$ cat src/tpc_pkg.sv
// Constants and types shared by the teleprinter line logic
package tpc_pkg;

  // ----------------------------------------------------------------
  // Timing
  // ----------------------------------------------------------------
  localparam int CLK_KHZ     = 25000;
  localparam int PULSE_US    = 9091;
  localparam int PULSE_CYC   = (PULSE_US * CLK_KHZ) / 1000;
  localparam int BRK_MIN_MS  = 150;
  localparam int BRK_MIN_CYC = BRK_MIN_MS * CLK_KHZ;
  localparam int BRK_MAX_MS  = 400;
  localparam int BRK_MAX_CYC = BRK_MAX_MS * CLK_KHZ;
  localparam int CNT_W       = 24;

  // ----------------------------------------------------------------
  // Code layout
  // ----------------------------------------------------------------
  localparam int KEY_W     = 7;
  localparam int CODE_W    = 8;
  localparam int P5_POS    = 4;
  localparam int P7_POS    = 6;
  localparam int FRAME_LEN = 11;
  localparam int IDX_W     = 4;
  localparam logic MARK    = 1'b1;
  localparam logic SPACE   = 1'b0;
  localparam logic [1:0] STOP_PAIR = 2'h3;

  // ----------------------------------------------------------------
  // Pin synchroniser lanes
  // ----------------------------------------------------------------
  localparam int SYNC_W  = 4;
  localparam int SY_RX   = 0;
  localparam int SY_CONN = 1;
  localparam int SY_COPY = 2;
  localparam int SY_REL  = 3;
  localparam logic [SYNC_W-1:0] SYNC_RST = 4'h1;

  // ----------------------------------------------------------------
  // Answer-back store (pattern value is arbitrary)
  // ----------------------------------------------------------------
  localparam int ANS_LEN_DEF = 4;
  localparam logic [ANS_LEN_DEF*CODE_W-1:0] ANS_ROM_DEF = 32'h8d8a_c1c2;

  typedef enum logic {TX_IDLE, TX_SEND} tpc_tx_state_t;

endpackage

$ cat src/tpc_char_if.sv
// Keyboard character path between line logic and code former
`timescale 1ns/1ns
interface tpc_char_if;
  import tpc_pkg::*;
  logic [KEY_W-1:0]  key_code;
  logic              shift;
  logic              ctrl;
  logic              parity_kbd;
  logic [CODE_W-1:0] code8;
  modport enc  (input key_code, shift, ctrl, parity_kbd, output code8);
  modport user (output key_code, shift, ctrl, parity_kbd, input code8);
endinterface

$ cat src/tpc_encode.sv
// Keyboard code former: shift, control and pulse 8 handling
`timescale 1ns/1ns
module tpc_encode
  import tpc_pkg::*;
(
  tpc_char_if.enc ch
);
  logic [KEY_W-1:0] mod_code;
  logic             base_p8;
  logic             p8;

  always_comb begin
    mod_code = ch.key_code;
    if (ch.shift) begin
      mod_code[P5_POS] = ~ch.key_code[P5_POS];
    end
    if (ch.ctrl) begin
      mod_code[P7_POS] = SPACE;
    end
    base_p8 = ch.parity_kbd ? ^ch.key_code : MARK;
    if (!ch.parity_kbd) begin
      p8 = MARK;
    end else if (ch.shift && ch.ctrl) begin
      p8 = base_p8;
    end else begin
      p8 = ^mod_code;
    end
    ch.code8 = {p8, mod_code};
  end
endmodule

$ cat src/tpc_line.sv
// Teleprinter send distributor, break reception and receive selector hold
//
// Overview of operation
// - Received break sets latch, blocks transmission.
// - Latch holds until break release button pressed.
// - Copy disabled holds receive selector marking.
// - Distributor sends pulses: closed marks, open spaces.
// - Answer-back pulses come from stored pattern.
// - Reader pulse marks only where hole sensed.
// - Keyboard pulses 1,2,3,4,6 follow key code.
// - Shift inverts pulse 5.
// - Control forces pulse 7 spacing.
// - Nonparity keyboard: pulse 8 always marking.
// - Parity keyboard: pulse 8 makes marks even.
// - Parity recomputed after shift or control.
// - Shift plus control leaves pulse 8 unmodified.
// - Half duplex: send loop drives own selector.
`timescale 1ns/1ns
module tpc_line
  import tpc_pkg::*;
#(
  parameter int                          ANS_LEN = ANS_LEN_DEF,
  parameter logic [ANS_LEN*CODE_W-1:0]   ANS_ROM = ANS_ROM_DEF,
  parameter logic [CNT_W-1:0]            PULSE_N = CNT_W'(PULSE_CYC),
  parameter logic [CNT_W-1:0]            BRK_MIN = CNT_W'(BRK_MIN_CYC),
  parameter logic [CNT_W-1:0]            BRK_MAX = CNT_W'(BRK_MAX_CYC)
)(
  // Clock and reset
  input  wire logic               sys_clk_i,
  input  wire logic               reset_n_i,
  // Line and station pins
  input  wire logic               rx_line_i,
  input  wire logic               line_connected_i,
  input  wire logic               copy_enable_i,
  input  wire logic               break_release_button_i,
  // Station configuration
  input  wire logic               half_duplex_i,
  input  wire logic               parity_kbd_i,
  // Keyboard
  input  wire logic               key_req_i,
  input  wire logic [KEY_W-1:0]   key_code_i,
  input  wire logic               shift_i,
  input  wire logic               ctrl_i,
  // Tape reader and answer-back
  input  wire logic               reader_req_i,
  input  wire logic [CODE_W-1:0]  reader_holes_i,
  input  wire logic               ab_req_i,
  // Outputs
  output logic                    tx_line_o,
  output logic                    selector_o,
  output logic                    receive_break_latch_o,
  output logic                    ready_o,
  output logic                    key_taken_o,
  output logic                    reader_taken_o
);

  localparam int AB_W = $clog2(ANS_LEN + 1);

  typedef struct packed {
    tpc_tx_state_t        state;
    logic [SYNC_W-1:0]    s1;
    logic [SYNC_W-1:0]    s2;
    logic [SYNC_W-1:0]    s3;
    logic [SYNC_W-1:0]    filt;
    logic [CNT_W-1:0]     bit_cnt;
    logic [CNT_W-1:0]     space_cnt;
    logic [IDX_W-1:0]     pulse_idx;
    logic [FRAME_LEN-1:0] shreg;
    logic [AB_W-1:0]      ab_left;
    logic                 rb;
    logic                 tx;
    logic                 sel;
    logic                 ready;
    logic                 key_taken;
    logic                 reader_taken;
  } tpc_state_t;

  tpc_state_t        st;
  tpc_state_t        next_st;
  logic              brk_set;
  logic              load;
  logic [CODE_W-1:0] load_data;
  logic [AB_W-1:0]   ab_pos;

  // ----------------------------------------------------------------
  // Keyboard code former
  // ----------------------------------------------------------------
  tpc_char_if ch ();
  assign ch.key_code   = key_code_i;
  assign ch.shift      = shift_i;
  assign ch.ctrl       = ctrl_i;
  assign ch.parity_kbd = parity_kbd_i;

  tpc_encode u_encode (
    .ch (ch)
  );

  // ----------------------------------------------------------------
  // Next state
  // ----------------------------------------------------------------
  always_comb begin
    next_st              = st;
    next_st.key_taken    = 1'b0;
    next_st.reader_taken = 1'b0;
    brk_set              = 1'b0;
    load                 = 1'b0;
    load_data            = '0;
    ab_pos               = AB_W'(ANS_LEN) - st.ab_left;

    // Pins pass three stages; a lane rises once stages two and three both mark, falls as soon as they differ
    next_st.s1   = {break_release_button_i, copy_enable_i, line_connected_i, rx_line_i};
    next_st.s2   = st.s1;
    next_st.s3   = st.s2;
    next_st.filt = (st.s2 & st.s3) | (st.filt & ~(st.s2 ^ st.s3));

    // Spacing run length; a bounded run ending on a live line is a break
    if (st.filt[SY_RX] == SPACE) begin
      if (st.space_cnt <= BRK_MAX) begin
        next_st.space_cnt = st.space_cnt + 1'b1;
      end
    end else begin
      next_st.space_cnt = '0;
      if (st.space_cnt >= BRK_MIN && st.space_cnt <= BRK_MAX && st.filt[SY_CONN]) begin
        brk_set = 1'b1;
      end
    end
    next_st.rb = brk_set | (st.rb & ~st.filt[SY_REL]);

    // Answer-back request queues the whole stored sequence
    if (ab_req_i && st.ab_left == '0 && !st.rb) begin
      next_st.ab_left = AB_W'(ANS_LEN);
    end

    case (st.state)
      TX_IDLE: begin
        next_st.tx = MARK;
        if (!st.rb) begin
          if (st.ab_left != '0) begin
            load            = 1'b1;
            load_data       = ANS_ROM[int'(ab_pos)*CODE_W +: CODE_W];
            next_st.ab_left = st.ab_left - 1'b1;
          end else if (st.ready && reader_req_i) begin
            load                 = 1'b1;
            load_data            = reader_holes_i;
            next_st.reader_taken = 1'b1;
          end else if (st.ready && key_req_i) begin
            load              = 1'b1;
            load_data         = ch.code8;
            next_st.key_taken = 1'b1;
          end
        end
        if (load) begin
          next_st.state     = TX_SEND;
          next_st.shreg     = {STOP_PAIR, load_data, SPACE};
          next_st.tx        = SPACE;
          next_st.bit_cnt   = '0;
          next_st.pulse_idx = '0;
        end
      end
      TX_SEND: begin
        if (st.rb) begin
          next_st.state = TX_IDLE;
          next_st.tx    = MARK;
        end else if (st.bit_cnt == PULSE_N - 1'b1) begin
          next_st.bit_cnt = '0;
          if (st.pulse_idx == IDX_W'(FRAME_LEN - 1)) begin
            next_st.state = TX_IDLE;
            next_st.tx    = MARK;
          end else begin
            next_st.pulse_idx = st.pulse_idx + 1'b1;
            next_st.shreg     = st.shreg >> 1;
            next_st.tx        = st.shreg[1];
          end
        end else begin
          next_st.bit_cnt = st.bit_cnt + 1'b1;
        end
      end
      default: begin
        next_st.state = TX_IDLE;
        next_st.tx    = MARK;
      end
    endcase

    // Receive selector: held marking without copy, series loop in half duplex
    if (!st.filt[SY_COPY]) begin
      next_st.sel = MARK;
    end else if (half_duplex_i) begin
      next_st.sel = st.filt[SY_RX] & st.tx;
    end else begin
      next_st.sel = st.filt[SY_RX];
    end

    next_st.ready = (next_st.state == TX_IDLE) && !next_st.rb && (next_st.ab_left == '0);
  end

  // ----------------------------------------------------------------
  // State register
  // ----------------------------------------------------------------
  always_ff @(posedge sys_clk_i) begin
    if (!reset_n_i) begin
      st      <= '0;
      st.s1   <= SYNC_RST;
      st.s2   <= SYNC_RST;
      st.s3   <= SYNC_RST;
      st.filt <= SYNC_RST;
      st.tx   <= MARK;
      st.sel  <= MARK;
    end else begin
      st <= next_st;
    end
  end

  assign tx_line_o             = st.tx;
  assign selector_o            = st.sel;
  assign receive_break_latch_o = st.rb;
  assign ready_o               = st.ready;
  assign key_taken_o           = st.key_taken;
  assign reader_taken_o        = st.reader_taken;

  // ----------------------------------------------------------------
  // Checks
  // ----------------------------------------------------------------
  a_copy_hold_mark: assert property (@(posedge sys_clk_i) disable iff (!reset_n_i)
    !st.filt[SY_COPY] |=> selector_o)
    else $error("selector not held marking while copy disabled");

  a_break_blocks_tx: assert property (@(posedge sys_clk_i) disable iff (!reset_n_i)
    receive_break_latch_o |=> (tx_line_o && !key_taken_o && !reader_taken_o))
    else $error("transmission while receive break latch set");

  a_break_holds: assert property (@(posedge sys_clk_i) disable iff (!reset_n_i)
    (receive_break_latch_o && !st.filt[SY_REL]) |=> receive_break_latch_o)
    else $error("receive break latch dropped without release");

  a_break_release: assert property (@(posedge sys_clk_i) disable iff (!reset_n_i)
    $fell(receive_break_latch_o) |-> $past(st.filt[SY_REL]))
    else $error("receive break latch cleared without release button");

  a_break_sets: assert property (@(posedge sys_clk_i) disable iff (!reset_n_i)
    (st.filt[SY_RX] && st.space_cnt >= BRK_MIN && st.space_cnt <= BRK_MAX && st.filt[SY_CONN])
    |=> receive_break_latch_o)
    else $error("valid break interval did not set latch");

  a_idle_mark: assert property (@(posedge sys_clk_i) disable iff (!reset_n_i)
    (st.state == TX_IDLE && !st.ready && st.ab_left == '0) |=> tx_line_o)
    else $error("send line not marking while idle");

  a_key_start: assert property (@(posedge sys_clk_i) disable iff (!reset_n_i)
    (ready_o && key_req_i && !reader_req_i) |=> (!tx_line_o && key_taken_o && !ready_o))
    else $error("accepted key did not start with spacing pulse");

  a_pulse_steady: assert property (@(posedge sys_clk_i) disable iff (!reset_n_i)
    (st.state == TX_SEND && !st.rb && st.bit_cnt != PULSE_N - 1'b1) |=> $stable(tx_line_o))
    else $error("send line changed inside a pulse");

  a_parity_even: assert property (@(posedge sys_clk_i) disable iff (!reset_n_i)
    (parity_kbd_i && !(shift_i && ctrl_i)) |-> !(^ch.code8))
    else $error("parity keyboard code has odd mark count");

  a_nopar_p8: assert property (@(posedge sys_clk_i) disable iff (!reset_n_i)
    !parity_kbd_i |-> ch.code8[CODE_W-1])
    else $error("nonparity pulse 8 not marking");

  a_shift_ctrl: assert property (@(posedge sys_clk_i) disable iff (!reset_n_i)
    shift_i |-> (ch.code8[P5_POS] != key_code_i[P5_POS]) && (!ctrl_i || !ch.code8[P7_POS]))
    else $error("shift or control modification wrong");

  a_both_p8: assert property (@(posedge sys_clk_i) disable iff (!reset_n_i)
    (parity_kbd_i && shift_i && ctrl_i) |-> (ch.code8[CODE_W-1] == ^key_code_i))
    else $error("shift plus control altered pulse 8");

  a_break_no_ready: assert property (@(posedge sys_clk_i) disable iff (!reset_n_i)
    receive_break_latch_o |-> !ready_o)
    else $error("ready shown while receive break latch set");

  a_drop_no_break: assert property (@(posedge sys_clk_i) disable iff (!reset_n_i)
    (!st.filt[SY_CONN] && !receive_break_latch_o) |=> !receive_break_latch_o)
    else $error("break latched on a dropped line");

  a_start_space: assert property (@(posedge sys_clk_i) disable iff (!reset_n_i)
    (st.state == TX_SEND && st.pulse_idx == '0) |-> !tx_line_o)
    else $error("start pulse not spacing");

  a_stop_mark: assert property (@(posedge sys_clk_i) disable iff (!reset_n_i)
    (st.state == TX_SEND && st.pulse_idx >= IDX_W'(FRAME_LEN - 2)) |-> tx_line_o)
    else $error("stop pulse not marking");

  a_key_pulses: assert property (@(posedge sys_clk_i) disable iff (!reset_n_i)
    (ch.code8[P5_POS-1:0] == key_code_i[P5_POS-1:0]) && (ch.code8[P7_POS-1] == key_code_i[P7_POS-1]))
    else $error("plain key pulses do not follow key code");

  a_noshift_p5: assert property (@(posedge sys_clk_i) disable iff (!reset_n_i)
    !shift_i |-> (ch.code8[P5_POS] == key_code_i[P5_POS]))
    else $error("pulse 5 changed without shift");

  a_ctrl_p7: assert property (@(posedge sys_clk_i) disable iff (!reset_n_i)
    ctrl_i |-> !ch.code8[P7_POS])
    else $error("control did not force pulse 7 spacing");

  a_half_own_copy: assert property (@(posedge sys_clk_i) disable iff (!reset_n_i)
    (st.filt[SY_COPY] && half_duplex_i && !tx_line_o) |=> !selector_o)
    else $error("half duplex selector missed own spacing pulse");

endmodule

$ cat config.mk
export PLATFORM = sky130hd
export DESIGN_NAME = tpc_line
export DESIGN_NICKNAME = d
export VERILOG_FILES = /design/src/tpc_pkg.sv /design/src/tpc_char_if.sv /design/src/tpc_encode.sv /design/src/tpc_line.sv
export SDC_FILE = /design/constraint.sdc
export NUM_CORES = 1
export LEC_CHECK = 0
export BUFFER_PORTS_ARGS = -buffer_cell sky130_fd_sc_hd__buf_2
export CAP_MARGIN = 10
export CORE_MARGIN = 2
export CORE_UTILIZATION = 60
export DETAILED_ROUTE_END_ITERATION = 10
export PLACE_DENSITY = 0.85
export REMOVE_ABC_BUFFERS = 1
export SLEW_MARGIN = 30
export SYNTH_ARGS = -nofsm -noshare
export SYNTH_HDL_FRONTEND = slang
export SYNTH_SLANG_ARGS = --single-unit
$ cat constraint.sdc
create_clock -name sys_clk_i -period 3 [get_ports sys_clk_i]
set_clock_uncertainty 0.05 [all_clocks]
set_input_delay 0.45 -clock sys_clk_i [delete_from_list [all_inputs] [get_ports sys_clk_i]]
set_output_delay 0.45 -clock sys_clk_i [all_outputs]
set_load 0.01 [all_outputs]
Word level (Yosys, flattened, before mapping)

Index checks and enable logic that the tools add are counted.

Add/subtract/negate cells: 5
Order comparisons: 2
Equal/unequal tests: 7
Shift operators: 1
Muxes and demuxes: 40
Bitwise logic cells: 13
Reductions and logical operators: 22

Operator list:

| kind                      | count |
|---|---|
| $mux W24                  | 3 |
| $mux W15                  | 4 |
| $add A24 B1 Y24 const B   | 2 |
| $pmux W24 S2              | 1 |
| $mux W8                   | 4 |
| $shiftx A32 B7 Y8 const A | 1 |
| $pmux W15 S2              | 1 |
| $eq A24 B18 Y1 const B    | 1 |
| $ge A24 B22 Y1 const B    | 1 |
| $le A24 B24 Y1 const B    | 1 |
| $mux W1                   | 21 |
| $reduce_xor A7 Y1         | 2 |
| $mux W3                   | 4 |
| $logic_and A1 B1 Y1       | 9 |
| $and A4 B4 Y4             | 2 |
| $logic_not A3 Y1          | 2 |
| $ne A2 B2 Y1 const B      | 3 |
| $not A1 Y1                | 5 |
| $reduce_or A5 Y1          | 1 |
| $add A4 B1 Y4 const B     | 1 |
| $eq A4 B4 Y1 const B      | 1 |
| $not A4 Y4                | 1 |
| $or A4 B4 Y4              | 1 |
| $pmux W1 S2               | 2 |
| 13 further kinds          | 16 |

Register bits after elaboration: 89
Input port bits: 28
Word-level logic and storage cells: 106

Depth between registers and ports, before layout

Depth after elaboration: 11
Gate-level depth with buffers: 11

Modules after synthesis

A second synthesis with hierarchy kept.

Cell total of the unflattened synthesis: 537
Area, all modules: 4410.5 um^2

By module, submodules not included:

| module     | times used | cells an instance | area an instance (um^2) | sequential area each (um^2) |
|---|---|---|---|---|
| tpc_line   | 1          | 520               | 4267.8                  | 1761.7 |
| tpc_encode | 1          | 17                | 142.6                   | 0.0 |

Worst setup path before layout

Ideal clock, no wire load.

Kind: register to register
From: register st[6] (netlist name)
To: register st[18] (netlist name)
Data arrival time: 2.050 ns
Path slack: 0.809 ns
Cell stages (with the launch flop): 11
Clock period less this slack: 2.191 ns
Path through: dfxtp_1 > inv_1 > ha_1 > ha_1 > buf_2 > inv_1 > o21ai_0 > nand2_1 > and2_1 > buf_2 > a311oi_1

Longest elaborated chain between the ends: 6

Ends and longest elaborated chain:

| item                        | RTL line        | source |
|---|---|---|
| start: declaration          | tpc_line.sv:78  | `tpc_state_t st;` |
| start signal: assignment    | tpc_line.sv:209 | `st <= next_st;` |
| $reduce_bool A3 Y1          | tpc_line.sv:138 | `if (st.ab_left != '0) begin` |
| $mux W1                     | tpc_line.sv:138 |  |
| $mux W1                     | tpc_line.sv:137 | `if (!st.rb) begin` |
| $mux W1                     | tpc_line.sv:134 | `case (st.state)` |
| $ne A2 B2 Y1 (no line)      | --              |  |
| $reduce_and A4 Y1 (no line) | --              |  |

No other way between the ends. The select of a mux whose other input is x is not followed.
A chain may end at the register's enable or synchronous reset.

Worst setup path in the final report

From: register st[6] (netlist name)
To: register st[58] (netlist name)

Longest elaborated chain between the ends: 6

Ends and longest elaborated chain:

| item                        | RTL line |
|---|---|
| $reduce_bool A3 Y1          | tpc_line.sv:138 |
| $mux W1                     | tpc_line.sv:138 |
| $mux W1                     | tpc_line.sv:137 |
| $mux W1                     | tpc_line.sv:134 |
| $ne A2 B2 Y1 (no line)      | -- |
| $reduce_and A2 Y1 (no line) | -- |

No other way between the ends. The select of a mux whose other input is x is not followed.

==> flow_results.org <==
** Status
- The flow ran to the end, and the final reports show no timing, DRC or antenna violations.

** Detailed routing
- Detailed routing inserted a total of 4253 vias.
- Antenna Nets Post-Route :: 0
- The routed design has 10400 um of wire.
- Number of design-rule violations left by the first detailed-router iteration :: 293
- Vias/cell :: 6.23
- In the routed design, unresolved DRC markers number 0.
- The first detailed-routing pass ran for 4 iterations.
- After detailed routing, the average wire length per cell comes to 15.2 um.

** Floorplan
- 34 I/O pins were placed.
- Die width :: 90.7 um
- # rows :: 31
- In this run the vertical extent of the chip is 90.7 um.
- The die covers 0.00822 sq mm.
- CORE AREA :: 0.00725 sq mm
- The initial utilization of the core area, before any placement, comes to 62.1%.

** Setup path
- The worst register-to-register path has a setup slack of 0.38 ns.
- Walking the worst path, the cells encountered are inv_1 -> ha_1 -> ha_1 -> inv_1 -> o21ai_0 -> buf_4 -> nand2_1 -> o21ai_0 -> nand3_1 -> o41ai_1.
- Number of cell instances on the worst register-to-register path :: 10
- At the worst endpoint, the required time is 3.16 ns.
- Among cell families on the critical path, the largest total delay comes from simple AND/OR/NAND/NOR gates.
- Type of the setup path with the least slack :: flop to flop
- The worst setup path is launched from a flop.
- The number of buffers and inverters on the critical path is 3.
- In this design, the stage delay of the slowest critical-path cell is 0.45 ns.
- The worst register-to-register path ends at st[58]$_SDFFE_PN0P_.
- The slowest stage of the critical path belongs to the cell sky130_fd_sc_hd__dfxtp_1.
- Reg2Reg Launch Point :: st[6]$_SDFF_PN0_
- Endpoint kind of the worst setup timing path :: flop
- Endpoint arrival time on the critical path :: 2.77 ns
- Largest fanout on the critical path :: 15

** Clock tree
- Total CTS buffers :: 9
- Resized Gates After CTS :: 0
- Clock transition time at the flip-flop clock pins of the worst setup and hold paths :: 0.09 ns
- Clock root buffer :: sky130_fd_sc_hd__clkbuf_8
- The number of hold buffers added after CTS was 0.
- TritonCTS built the clock tree.
- Insertion delay to the later sink of the worst-skew pair :: 0.36 ns
- The clock passes through at most 2 buffers.
- Max H-tree Level :: 3
- Post-CTS setup-driven buffer insertion count :: 0
- The tree built by TritonCTS fans out to 88 sinks.

** Cells and area
- Sequential cell area :: 0.00176 sq mm
- Area overhead of the layout relative to synthesis :: 12.2%
- Once layout is complete, the utilization of the core stands at 69.7%.
- Leaving out filler cells and counting taps, the final layout contains 683.
- Layout cell share with drive strength beyond 1 :: 12.0%
- Final antenna diode count :: 0
- Cell area after layout :: 0.00506 sq mm
- At the end of the flow, the number of nets in the layout was 621.
- Filler cells :: 580
- Area of combinational cells with multiple inputs :: 0.00256 sq mm

** Global route
- GR Layer Usage met2 :: 44.1%
- For this run, the total global-route usage over all layers was measured as 25.7%.
- For this run the aggregate overflow at the end of global routing stands at 0.
- In the global route stage, met3 resource usage came out at 4.26%.
- Largest net degree at the start of global routing :: 28
- Global-route wire length before repair :: 17700 um
- Vias in the first global route :: 3905
- For this run, global-route usage on met1 was measured as 31.9%.
- Antenna violations before repair :: 0
- In this run the most used layer during global routing was met2.

** STA
- Actual slew at the worst max-slew pin :: 0.828 ns
- The max-slew violation count came to 0.
- For the final routed database, the setup TNS stands at 0 ns.
- Final Setup Violations :: 0
- Time the final worst path needs with I/O delays and setup :: 2.62 ns
- In this run the tightest slew margin relative to its limit is 44.6%.
- Setup repair after global routing missed its margin :: false
- Period Utilization, post-route :: 87.2%
- Final Hold Violating Endpoints :: 0
- Based on the critical path, the design can be clocked at up to 382 MHz.

** Yosys
- The average instance in the mapped netlist occupies 8.16 sq um.
- In this run, synthesis produced a sequential element count of 88.
- Share of the synthesized area in the top cell type :: 39.1%
- Most common flop cell mapped by yosys :: sky130_fd_sc_hd__dfxtp_1
- Cell type with the largest total area after synthesis :: sky130_fd_sc_hd__dfxtp_1
- Yosys instantiated no cell more often than sky130_fd_sc_hd__dfxtp_1.
- Warning count from the yosys run :: 0
- Netlist Area Pre-Place :: 0.00451 sq mm
- By area the synthesized netlist is led by sky130_fd_sc_hd__dfxtp_1 (39%), sky130_fd_sc_hd__a21oi_1 (5.1%), sky130_fd_sc_hd__nor2_1 (4.2%).
- Synthesis instantiated 59 different standard cells from the library.
- Count of mapped cells out of synthesis :: 552
- Sequential element share of the synthesized area :: 39.1%
- Count of flip-flops with a built-in enable after synthesis :: 0
- Top cell types by occurrence after synthesis :: sky130_fd_sc_hd__dfxtp_1 (88), sky130_fd_sc_hd__nor2_1 (50), sky130_fd_sc_hd__a21oi_1 (46), sky130_fd_sc_hd__nand2_1 (39), sky130_fd_sc_hd__nand3_1 (29)
- FFs w/ async S/R, synth :: 0%

** Min path
- The startpoint identified for the worst hold timing path is rx_line_i.
- The min-delay analysis places its worst path in the category input port to flop.
- Endpoint of the worst hold-timing path :: next_st[80]$_SDFF_PN1_
- The worst hold path passes through 2 cells.

** Place
- During placement, the flow inserted port buffers numbering 33.
- Number of placed cells counting well taps :: 667
- The HPWL after detailed placement is 7020 um.
- Gp weighted congestion :: 0.893
- Placed instance area :: 0.00479 sq mm

** Pwr
- Switching component of the power :: 1130 uW
- Total power of the final layout :: 3440 uW
- The analysis attributes to cell leakage a power of 0.00181 uW.
- Sequential share of power :: 39.8%
- Across the VDD grid, the largest voltage drop is 515 uV.
- Power share of the clock group :: 31.8%
- Logic pwr share :: 28.4%
- The internal portion of the total power is 2320 uW.
- Of the total power, the share spent switching nets is 32.7%.
- In this run the power density over the cells is 680 mW/mm^2.

** Job
- Max-cap violations :: 0
-- how the worst max path moves through the flow --
| stage | from | endpoint | slack, ns | cells after the start |
|---|---|---|---|---|
| 4_1_cts | st[6]$_SDFF_PN0_ | st[58]$_SDFFE_PN0P_ | 0.46 | 10 |
| 2_1_floorplan | st[48]$_SDFFE_PN0P_ | st[58]$_SDFFE_PN0P_ | 0.10 | 8 |
| 6_report | st[6]$_SDFF_PN0_ | st[58]$_SDFFE_PN0P_ | 0.38 | 10 |
| 3_5_place_dp | st[24]$_SDFFE_PP0N_ | st[39]$_SDFFE_PP0N_ | 0.52 | 9 |
| 3_3_place_gp | st[39]$_SDFFE_PP0N_ | st[45]$_SDFFE_PP0N_ | 0.61 | 7 |
| 5_1_grt | st[6]$_SDFF_PN0_ | st[50]$_SDFFE_PN0P_ | 0.25 | 10 |
-- routing by layer --
| layer | up-vias | part of all wire (%) | routed length [um] |
|---|---|---|---|
| li1 | 2106 | - | - |
| met4 | 0 | 1.9 | 202 |
| met2 | 137 | 49 | 5140 |
| met3 | 18 | 5.3 | 552 |
| met1 | 1992 | 43 | 4500 |
| met5 | - | 0 | 0 |
-- cell usage in the layout, fill, tap and decap left out, types with 4 or more instances in the layout --
cell,instances
sky130_fd_sc_hd__a211oi_1,8
sky130_fd_sc_hd__a21oi_1,46
sky130_fd_sc_hd__a22oi_1,11
sky130_fd_sc_hd__a311oi_1,8
sky130_fd_sc_hd__a31oi_1,7
sky130_fd_sc_hd__and2_1,18
sky130_fd_sc_hd__and3_1,10
sky130_fd_sc_hd__buf_2,33
sky130_fd_sc_hd__buf_4,13
sky130_fd_sc_hd__bufinv_16,4
sky130_fd_sc_hd__clkbuf_8,9
sky130_fd_sc_hd__dfxtp_1,88
sky130_fd_sc_hd__ha_1,14
sky130_fd_sc_hd__inv_1,20
sky130_fd_sc_hd__nand2_1,39
sky130_fd_sc_hd__nand2b_1,10
sky130_fd_sc_hd__nand3_1,29
sky130_fd_sc_hd__nand4_1,11
sky130_fd_sc_hd__nor2_1,50
sky130_fd_sc_hd__nor2b_1,4
sky130_fd_sc_hd__nor3_1,14
sky130_fd_sc_hd__nor4_1,5
sky130_fd_sc_hd__o211ai_1,5
sky130_fd_sc_hd__o21ai_0,26
sky130_fd_sc_hd__o31ai_1,13
sky130_fd_sc_hd__or3_1,13
sky130_fd_sc_hd__or4_1,12
sky130_fd_sc_hd__xnor2_1,6
sky130_fd_sc_hd__xor2_1,4
-- per-stage QoR --
step | hold WS [ns] | setup WS, ns
after CTS | 0.231 | 0.462
after global routing | 0.227 | 0.247
final | 0.239 | 0.384
after floorplan | 0.318 | 0.101
after global placement | 0.327 | 0.613
after detailed placement | 0.338 | 0.522
-- flip-flops by register name (all words and copies together) (netlist names) --
signal                 cells
receive_break_latch_o      1
reader_taken_o             1
ready_o                    1
key_taken_o                1
st                        74
tx_line_o                  1
selector_o                 1
next_st                    8
-- cells by family (layout without fill, tap and decap cells) --
kind of cell,count (synthesis),in the layout,synth area share [%]
AO/OA/AOI/OAI,155,155,22.4
XOR/XNOR,11,11,2.44
adder cells (fa/ha/maj),14,14,3.89
buffers and inverters,50,82,4.30
flip-flops,88,88,39.1
multiplexers,1,1,0.222
AND/OR/NAND/NOR,233,233,27.7
-- power by group through the flow --
stage	Clock, uW	Combinational [uW]	Sequential [uW]
global route	1150	1100	1380
finish	1100	978	1370
CTS	1110	972	1370
detailed placement	0	959	1390
floorplan	0	667	1390
global placement	0	912	1380
-- cell type report --
cell class	instances	area share [%]
Timing Repair Buffer	46	5.19
Tap cell	99	2.45
Multi-Input combinational cell	414	50.7
Clock inverter	7	2.94
Inverter	20	1.48
Clock buffer	9	2.45
Sequential cell	88	34.8
Note: power is estimated with default switching activity, not from simulation.
